**src/core/branch_exec_pkg.sv**
```systemverilog
// constants for the branch and barrel shift execute block
package branch_exec_pkg;
	localparam int XLEN          = 32;
	// opcode field and register fields, msb-first bit 0 is bit 31 here
	localparam int OPC_HI        = 31;
	localparam int OPC_LO        = 26;
	localparam int RD_HI         = 25;
	localparam int RD_LO         = 21;
	localparam int RA_HI         = 20;
	localparam int RA_LO         = 16;
	localparam int RB_HI         = 15;
	localparam int RB_LO         = 11;
	localparam int LIT_HI        = 15;
	localparam int LIT_LO        = 0;
	localparam int COND_DLY_BIT  = 25;
	localparam int COND_HI       = 24;
	localparam int COND_LO       = 21;
	localparam int UNC_DLY_BIT   = 20;
	localparam int UNC_ABS_BIT   = 19;
	localparam int UNC_LINK_BIT  = 18;
	localparam int SIDE_BIT      = 10;
	localparam int TYPE_BIT      = 9;
	localparam int SHAMT_HI      = 4;
	localparam int SHAMT_LO      = 0;
	// branch and shift opcodes with the immediate-form bit cleared, prefix opcode with it set
	localparam logic [5:0] IMM_FORM_MASK = 6'h08;
	localparam logic [5:0] OP_BCOND      = 6'h27;
	localparam logic [5:0] OP_BUNC       = 6'h26;
	localparam logic [5:0] OP_SHIFT      = 6'h11;
	localparam logic [5:0] OP_PREFIX     = 6'h2C;
	localparam logic [3:0] COND_NE       = 4'h1;
	// latencies in cycles
	localparam logic [1:0] LAT_NOT_TAKEN = 2'h1;
	localparam logic [1:0] LAT_TAKEN_DLY = 2'h2;
	localparam logic [1:0] LAT_TAKEN     = 2'h3;
	localparam logic [1:0] LAT_BREAK     = 2'h3;
	localparam logic [1:0] LAT_SHIFT     = 2'h2;
	localparam logic [1:0] LAT_SINGLE    = 2'h1;
	localparam logic [31:0] PC_STEP      = 32'h00000004;
	localparam logic [31:0] PC_RESET     = 32'h00000000;
	typedef enum logic {
		EXEC_READY = 1'b0,
		EXEC_STALL = 1'b1
	} exec_e;
endpackage

```
**src/core/shift_if.sv**
```systemverilog
// request and result of the barrel shifter
`timescale 1ns/1ps
interface shift_if;
	logic [31:0] src;
	logic [4:0]  amount;
	logic        left;
	logic        arith;
	logic [31:0] result;
	modport core (output src, output amount, output left, output arith,
		input result);
	modport unit (input src, input amount, input left, input arith,
		output result);
endinterface

```
**src/core/barrel_shifter.sv**
```systemverilog
// combinational barrel shifter, left, right logical, right arithmetic
`timescale 1ns/1ps
module barrel_shifter (
	shift_if.unit sh
);
	// type picks sign fill, zero amount passes through
	always_comb begin
		if (sh.left) begin
			sh.result = sh.src << sh.amount;
		end else if (sh.arith) begin
			sh.result = $unsigned($signed(sh.src) >>> sh.amount);
		end else begin
			sh.result = sh.src >> sh.amount;
		end
	end
endmodule

```
**src/core/branch_and_barrel_shift_exec.sv**
```systemverilog
// execute logic for not-equal, unconditional, break and shift instructions
`timescale 1ns/1ps
module branch_and_barrel_shift_exec #(
	parameter bit BARREL_EN = 1'b1
) (
	input  wire logic        ref_clk,
	input  wire logic        nrst,
	input  wire logic        instr_valid,
	input  wire logic [31:0] instr,
	output logic             instr_ready,
	output logic [4:0]       first_source_sel,
	output logic [4:0]       second_source_sel,
	input  wire logic [31:0] first_source_reg,
	input  wire logic [31:0] second_source_reg,
	input  wire logic        break_clear,
	output logic [31:0]      program_counter,
	output logic             dest_we,
	output logic [4:0]       dest_sel,
	output logic [31:0]      dest_data,
	output logic             branch_taken,
	output logic             delay_slot,
	output logic             break_in_progress_flag,
	output logic             illegal_op
);
	function automatic logic op_match(input logic [5:0] op,
		input logic [5:0] base);
		return (op & ~branch_exec_pkg::IMM_FORM_MASK) == base;
	endfunction

	function automatic logic [31:0] literal(input logic [15:0] lit,
		input logic pre_valid, input logic [15:0] pre);
		return pre_valid ? {pre, lit} : {{16{lit[15]}}, lit};
	endfunction

	branch_exec_pkg::exec_e state;
	branch_exec_pkg::exec_e next_state;
	logic [1:0]  wait_cnt;
	logic [1:0]  next_wait;
	logic [31:0] next_pc;
	logic [31:0] pend_target;
	logic [31:0] next_pend_target;
	logic        pend_valid;
	logic        next_pend_valid;
	logic [15:0] prefix;
	logic [15:0] next_prefix;
	logic        prefix_valid;
	logic        next_prefix_valid;
	logic        next_dest_we;
	logic [4:0]  next_dest_sel;
	logic [31:0] next_dest_data;
	logic        next_branch_taken;
	logic        next_delay_slot;
	logic        next_bip;
	logic        next_illegal;

	logic        take;
	logic [5:0]  opcode;
	logic        imm_form;
	logic        is_cond;
	logic        is_unc;
	logic        is_break;
	logic        is_shift;
	logic        is_prefix;
	logic        cond_dly;
	logic        unc_dly;
	logic        unc_abs;
	logic        unc_link;
	logic [31:0] lit_val;
	logic [31:0] operand;
	logic        jump;
	logic        jump_dly;
	logic [31:0] jump_target;
	logic [1:0]  lat;

	shift_if sh ();

	barrel_shifter u_shift (
		.sh (sh.unit)
	);

	assign take = instr_valid && (state == branch_exec_pkg::EXEC_READY);
	assign instr_ready = (state == branch_exec_pkg::EXEC_READY);
	assign opcode = instr[branch_exec_pkg::OPC_HI:branch_exec_pkg::OPC_LO];
	assign imm_form = |(opcode & branch_exec_pkg::IMM_FORM_MASK);
	assign first_source_sel =
		instr[branch_exec_pkg::RA_HI:branch_exec_pkg::RA_LO];
	assign second_source_sel =
		instr[branch_exec_pkg::RB_HI:branch_exec_pkg::RB_LO];

	assign is_cond = op_match(opcode, branch_exec_pkg::OP_BCOND) &&
		instr[branch_exec_pkg::COND_HI:branch_exec_pkg::COND_LO] ==
		branch_exec_pkg::COND_NE;
	assign cond_dly = instr[branch_exec_pkg::COND_DLY_BIT];
	assign is_unc = op_match(opcode, branch_exec_pkg::OP_BUNC);
	assign unc_dly = instr[branch_exec_pkg::UNC_DLY_BIT];
	assign unc_abs = instr[branch_exec_pkg::UNC_ABS_BIT];
	assign unc_link = instr[branch_exec_pkg::UNC_LINK_BIT];
	// break is the link-without-delay absolute encoding
	assign is_break = is_unc && unc_link && !unc_dly && unc_abs;
	assign is_shift = op_match(opcode, branch_exec_pkg::OP_SHIFT);
	assign is_prefix = opcode == branch_exec_pkg::OP_PREFIX;
	assign lit_val = literal(
		instr[branch_exec_pkg::LIT_HI:branch_exec_pkg::LIT_LO],
		prefix_valid, prefix);
	assign operand = imm_form ? lit_val : second_source_reg;

	// side, type and immediate amount bits
	// immediate amount never sees the prefix
	// register amount from low five bits
	assign sh.src = first_source_reg;
	assign sh.left = instr[branch_exec_pkg::SIDE_BIT];
	assign sh.arith = instr[branch_exec_pkg::TYPE_BIT];
	assign sh.amount = imm_form ?
		instr[branch_exec_pkg::SHAMT_HI:branch_exec_pkg::SHAMT_LO] :
		second_source_reg[4:0];

	always_comb begin
		next_state = state;
		next_wait = wait_cnt;
		next_pc = program_counter;
		next_pend_target = pend_target;
		next_pend_valid = pend_valid;
		next_prefix = prefix;
		next_prefix_valid = prefix_valid;
		next_dest_we = 1'b0;
		next_dest_sel = dest_sel;
		next_dest_data = dest_data;
		next_branch_taken = 1'b0;
		next_delay_slot = 1'b0;
		next_illegal = 1'b0;
		// set wins over a clear in the same cycle
		next_bip = break_in_progress_flag & ~break_clear;
		jump = 1'b0;
		jump_dly = 1'b0;
		jump_target = program_counter;
		lat = branch_exec_pkg::LAT_SINGLE;
		if (take) begin
			// sequential step, or the target held over a delay slot
			next_pc = pend_valid ? pend_target :
				program_counter + branch_exec_pkg::PC_STEP;
			next_pend_valid = 1'b0;
			next_prefix_valid = 1'b0;
			next_dest_sel = instr[branch_exec_pkg::RD_HI:branch_exec_pkg::RD_LO];
			if (is_cond) begin
				// taken when first source is nonzero
				if (first_source_reg != 32'h00000000) begin
					jump = 1'b1;
					jump_dly = cond_dly;
					jump_target = program_counter + operand;
				end else begin
					lat = branch_exec_pkg::LAT_NOT_TAKEN;
				end
			end else if (is_break) begin
				next_dest_we = 1'b1;
				next_dest_data = program_counter;
				next_pc = operand;
				next_bip = 1'b1;
				next_branch_taken = 1'b1;
				lat = branch_exec_pkg::LAT_BREAK;
			end else if (is_unc && unc_link && !unc_dly) begin
				// relative link without delay slot does not exist
				next_illegal = 1'b1;
			end else if (is_unc) begin
				jump = 1'b1;
				jump_dly = unc_dly;
				jump_target = unc_abs ? operand : program_counter + operand;
				next_dest_we = unc_link;
				next_dest_data = program_counter;
			end else if (is_prefix) begin
				next_prefix_valid = 1'b1;
				next_prefix = instr[branch_exec_pkg::LIT_HI:branch_exec_pkg::LIT_LO];
			end else if (is_shift && BARREL_EN) begin
				next_dest_we = 1'b1;
				next_dest_data = sh.result;
				lat = branch_exec_pkg::LAT_SHIFT;
			end else begin
				// not ours or shifter left out: step on and flag it
				next_illegal = 1'b1;
			end
			// delay slot holds target one instruction
			if (jump) begin
				next_branch_taken = 1'b1;
				if (jump_dly) begin
					next_pc = program_counter + branch_exec_pkg::PC_STEP;
					next_pend_target = jump_target;
					next_pend_valid = 1'b1;
					next_delay_slot = 1'b1;
					lat = branch_exec_pkg::LAT_TAKEN_DLY;
				end else begin
					next_pc = jump_target;
					lat = branch_exec_pkg::LAT_TAKEN;
				end
			end
			next_wait = lat - 2'h1;
			next_state = (lat > 2'h1) ? branch_exec_pkg::EXEC_STALL :
				branch_exec_pkg::EXEC_READY;
		end else if (state == branch_exec_pkg::EXEC_STALL) begin
			next_wait = wait_cnt - 2'h1;
			if (wait_cnt == 2'h1) begin
				next_state = branch_exec_pkg::EXEC_READY;
			end
		end
	end

	always_ff @(posedge ref_clk or negedge nrst) begin
		if (!nrst) begin
			state <= branch_exec_pkg::EXEC_READY;
			wait_cnt <= 2'h0;
			program_counter <= branch_exec_pkg::PC_RESET;
			pend_target <= 32'h00000000;
			pend_valid <= 1'b0;
			prefix <= 16'h0000;
			prefix_valid <= 1'b0;
			dest_we <= 1'b0;
			dest_sel <= 5'h00;
			dest_data <= 32'h00000000;
			branch_taken <= 1'b0;
			delay_slot <= 1'b0;
			break_in_progress_flag <= 1'b0;
			illegal_op <= 1'b0;
		end else begin
			state <= next_state;
			wait_cnt <= next_wait;
			program_counter <= next_pc;
			pend_target <= next_pend_target;
			pend_valid <= next_pend_valid;
			prefix <= next_prefix;
			prefix_valid <= next_prefix_valid;
			dest_we <= next_dest_we;
			dest_sel <= next_dest_sel;
			dest_data <= next_dest_data;
			branch_taken <= next_branch_taken;
			delay_slot <= next_delay_slot;
			break_in_progress_flag <= next_bip;
			illegal_op <= next_illegal;
		end
	end
endmodule

```
**config.mk**
```make
export PLATFORM = sky130hd
export DESIGN_NAME = branch_and_barrel_shift_exec
export DESIGN_NICKNAME = d
export VERILOG_FILES = /design/src/core/branch_exec_pkg.sv /design/src/core/shift_if.sv /design/src/core/barrel_shifter.sv /design/src/core/branch_and_barrel_shift_exec.sv
export SDC_FILE = /design/constraint.sdc
export NUM_CORES = 1
export LEC_CHECK = 0
export ABC_AREA = 0
export BUFFER_PORTS_ARGS = -buffer_cell sky130_fd_sc_hd__buf_2
export CORE_ASPECT_RATIO = 1.75
export CORE_MARGIN = 10
export CORE_UTILIZATION = 33
export CTS_BUF_LIST = sky130_fd_sc_hd__clkbuf_16
export DETAILED_ROUTE_END_ITERATION = 8
export PLACE_DENSITY = 0.6
export SLEW_MARGIN = 40
export SYNTH_ARGS = -nofsm -noshare
export SYNTH_HDL_FRONTEND = slang
export SYNTH_SLANG_ARGS = --single-unit
export TNS_END_PERCENT = 100
```
**constraint.sdc**
```tcl
create_clock -name ref_clk -period 3.6 [get_ports ref_clk]
set_input_delay 0.54 -clock ref_clk [delete_from_list [all_inputs] [get_ports ref_clk]]
set_output_delay 0.54 -clock ref_clk [all_outputs]
set_load 0.02 [all_outputs]
```
==> flow_summary.ini <==
[outcome]
status = complete, no violations

[finish]
layout_common_cells = buf_4 (208), nand2_1 (200), nor2_1 (199)
fin_util_pct = 41.5
multi_input_area_um2 = 9180
layout.nets = 2105
fill_cells = 4070
syn_to_final_growth_pct = 24.6
seq_area_um2 = 3180
drive_gt1_share_pct = 25.6
layout_commonest_cell = buf_4
fin_area_um2 = 16200
fin_cells = 2476

[critical_path]
cpMaxStageDelayCell = o21ai_0
cp_cell_sequence = buf_2 -> buf_4 -> mux2i_1 -> buf_4 -> inv_1 -> ha_1 -> a21oi_1 -> o21ai_0 -> nand3_1 -> nand2_1 -> a21oi_2 -> buf_4 -> o31ai_1 -> mux2i_1 -> a2111oi_0 -> nor2_1
critical-path-top-delay-family = compound AO/OA/AOI/OAI gates
cpPeakStageDelay_ns = 0.46
cp-start-kind = input pin
r2r-start = prefix_valid$_DFFE_PN0P_
cp_max_fo = 19
crit_arrival_ns = 3.73
worst_setup_path_end_kind = flop
crit_buf_inv = 5
cp_common_cell = buf_4
required_ns = 3.93
crit_start = instr[29]
path_class = input pin to flop

[route]
wire_per_inst_um = 27.5
via_count = 15100
via_per_inst = 6.11
wirelength_um = 68100
ant_nets = 0
drt_first_pass_iters = 6
drc_errors = 0
drt_iter0_drc = 1412

[timing]
final-setup-viol-count = 0
layout_setup_ws_ns = 0.191
fin_crit_ns = 3.41
fin_setup_tns_ns = 0
fmax_ghz = 0.293
finalMaxSlewViolations = 0
period_share_pct = 94.7
skew_ns = 0.0117
rsz0062_at_grt = false
hold_slack_ns = 0.0120
final-hold-violation-count = 0
slew_headroom_pct = 43.9
tightestPinTransition_ns = 0.832

[flow_run]
maxCapViolCount = 0

[clock_tree]
clk_pin_slew_ns = 0.06
cts_made_buffers = 17
clockBufferDepth = 2
clock_latency_ns = 0.46
clock_sinks = 127
post-cts-setup-buffer-count = 0
ctsHtreeMaxLevel = 4
postCtsHoldBufs = 0
cts_root_buffer = clkbuf_16
cts_tree = yes

[grt]
grt_use_met3_pct = 3.93
grt_pass1_wl_um = 99900
grt_max_degree = 54
grt_overflow = 0
use_met1_pct = 27.3
busiest_layer = met2
grt_pass1_vias = 15200
use_met2_pct = 49.4
antenna_found_initial = 2
grt_util_all_layers_pct = 27.8

[pwr]
peakVddDrop_v = 0.000390
leakage_nw = 7.40
power_density_nw_per_um2 = 449
fin_total_pwr_mw = 7.30

[yosys]
syn_nets = 1836
yosysSeqAreaShare_pct = 24.4
synth_edf_count = 0
ys_warn_count = 0
ys_ff_latch = 127
ys.flop_type = dfrtp_1
synthCells = 1701
async_reset_ff_share_pct = 100
synth_cell_type_count = 93
netlist_area_um2 = 13000
avgSynthCellArea_um2 = 7.67

[die]
initial_core_util_pct = 33.3
core_um2 = 39200
dieArea_um2 = 48200
die_w_um = 170
ios = 185
die_h_um = 283
num_rows = 96

[place]
dp_cells = 2441
post-place-ws_ns = -0.356
hpwl_um = 54000
dpl-instance-area_um2 = 15700
gp_congestion = 1.04
portBuffers = 180

[worst_hold_path]
hold_path.class = input pin to async pin
## per-layer routing
metal / wire length, µm / part of all wire [%]
met3: 3750 / 5.5
met5: 0 / 0
met1: 22300 / 33
met2: 35000 / 51
met4: 7080 / 10
## what timing repair did
item	in CTS	in global routing
hold endpoints to repair	0	0
gates resized for setup	0	3
endpoints found under the setup margin	0	5
## power by group
part / switching (mW) / total [mW] / internal, mW / leakage (nW)
Combinational: 2.15 / 3.55 / 1.40 / 5.52
Sequential: 0.314 / 1.99 / 1.68 / 1.61
Clock: 0.789 / 1.76 / 0.969 / 0.273
Total: 3.25 / 7.30 / 4.05 / 7.40
## registers in the layout (all words and copies together) (netlist names)
register / count
dest_data: 32
dest_we: 1
prefix_valid: 1
pend_target: 32
prefix: 16
illegal_op: 1
program_counter: 32
branch_taken: 1
wait_cnt: 2
pend_valid: 1
delay_slot: 1
dest_sel: 5
state: 1
break_in_progress_flag: 1
## kinds of logic after synthesis
group / Yosys count / share of synthesized area [%]
and+or+nand+nor: 587 / 20.2
AOI/OAI and AO/OA: 544 / 26.7
muxes: 184 / 15.6
adders and majority gates: 35 / 3.42
buffers and inverters: 172 / 6.15
DFF: 127 / 24.4
xor gates and xnor gates: 52 / 3.49
## area by class of cell
cell class / instances / area share [%]
tap: 490 / 3.77
multi-input combinational: 1402 / 56.5
antenna: 3 / 0.0462
clock inverter: 15 / 0.916
sequential: 127 / 19.6
clock buffer: 17 / 2.62
timing repair buffer: 394 / 15.9
inverter: 28 / 0.670
## worst paths after layout
| path | slack (ns) | endpoint | depth (start not counted) |
|---|---|---|---|
| min reg2reg | 0.47 | dest_sel[3]$_DFFE_PN0P_ | 2 |
| max reg2reg | 0.31 | pend_target[30]$_DFFE_PN0P_ | 17 |
| max | 0.19 | pend_target[27]$_DFFE_PN0P_ | 16 |
| min | 0.01 | dest_data[28]$_DFFE_PN0P_ | 1 |
| min in group ref_clk | 0.28 | break_in_progress_flag$_DFF_PN0_ | 2 |
| max in group asynchronous | 2.92 | pend_target[12]$_DFFE_PN0P_ | 2 |
## Yosys cell counts (4+ instances only)
library cell | instances | share of area, %
xnor2_1 | 23 | 1.5
xor2_1 | 29 | 1.9
buf_4 | 12 | 0.69
nor2_1 | 199 | 5.7
nor4_1 | 11 | 0.53
a31oi_1 | 30 | 1.4
o21ai_1 | 8 | 0.31
o211ai_1 | 37 | 2.1
nor2b_1 | 8 | 0.38
buf_1 | 6 | 0.17
a211oi_1 | 22 | 1.3
mux2_2 | 30 | 2.6
nand2_1 | 200 | 5.8
or3_1 | 28 | 1.3
dfrtp_1 | 127 | 24
nand4_1 | 11 | 0.53
mux4_2 | 9 | 1.6
o221ai_1 | 13 | 0.87
a21oi_1 | 139 | 5.3
buf_2 | 26 | 1.0
and3_1 | 17 | 0.82
and2_1 | 5 | 0.24
a2bb2oi_1 | 4 | 0.27
a311oi_1 | 4 | 0.27
o21a_1 | 11 | 0.63
nand2b_1 | 15 | 0.72
o21ai_0 | 134 | 5.1
a32o_1 | 4 | 0.31
buf_6 | 5 | 0.43
clkbuf_1 | 92 | 2.6
a211o_1 | 4 | 0.27
a21o_1 | 19 | 1.1
a21boi_0 | 4 | 0.23
a221oi_1 | 16 | 1.1
o22ai_1 | 25 | 1.2
mux2i_1 | 141 | 11
o21ai_2 | 4 | 0.27
ha_1 | 34 | 3.3
inv_1 | 24 | 0.69
nand3_1 | 36 | 1.4
a222oi_1 | 7 | 0.54
nor3_1 | 36 | 1.4
a22oi_1 | 12 | 0.69
## worst reg2reg max path, delay by kind of cell, from the launching register on
family | cells | cell delay (ns)
simple gates | 3 | 0.51
buf+inv | 3 | 0.40
fa+ha+maj | 1 | 0.21
compound gates | 9 | 1.61
flops | 1 | 0.35
xor+xnor | 1 | 0.09
Power figures use the tool's default switching activity.
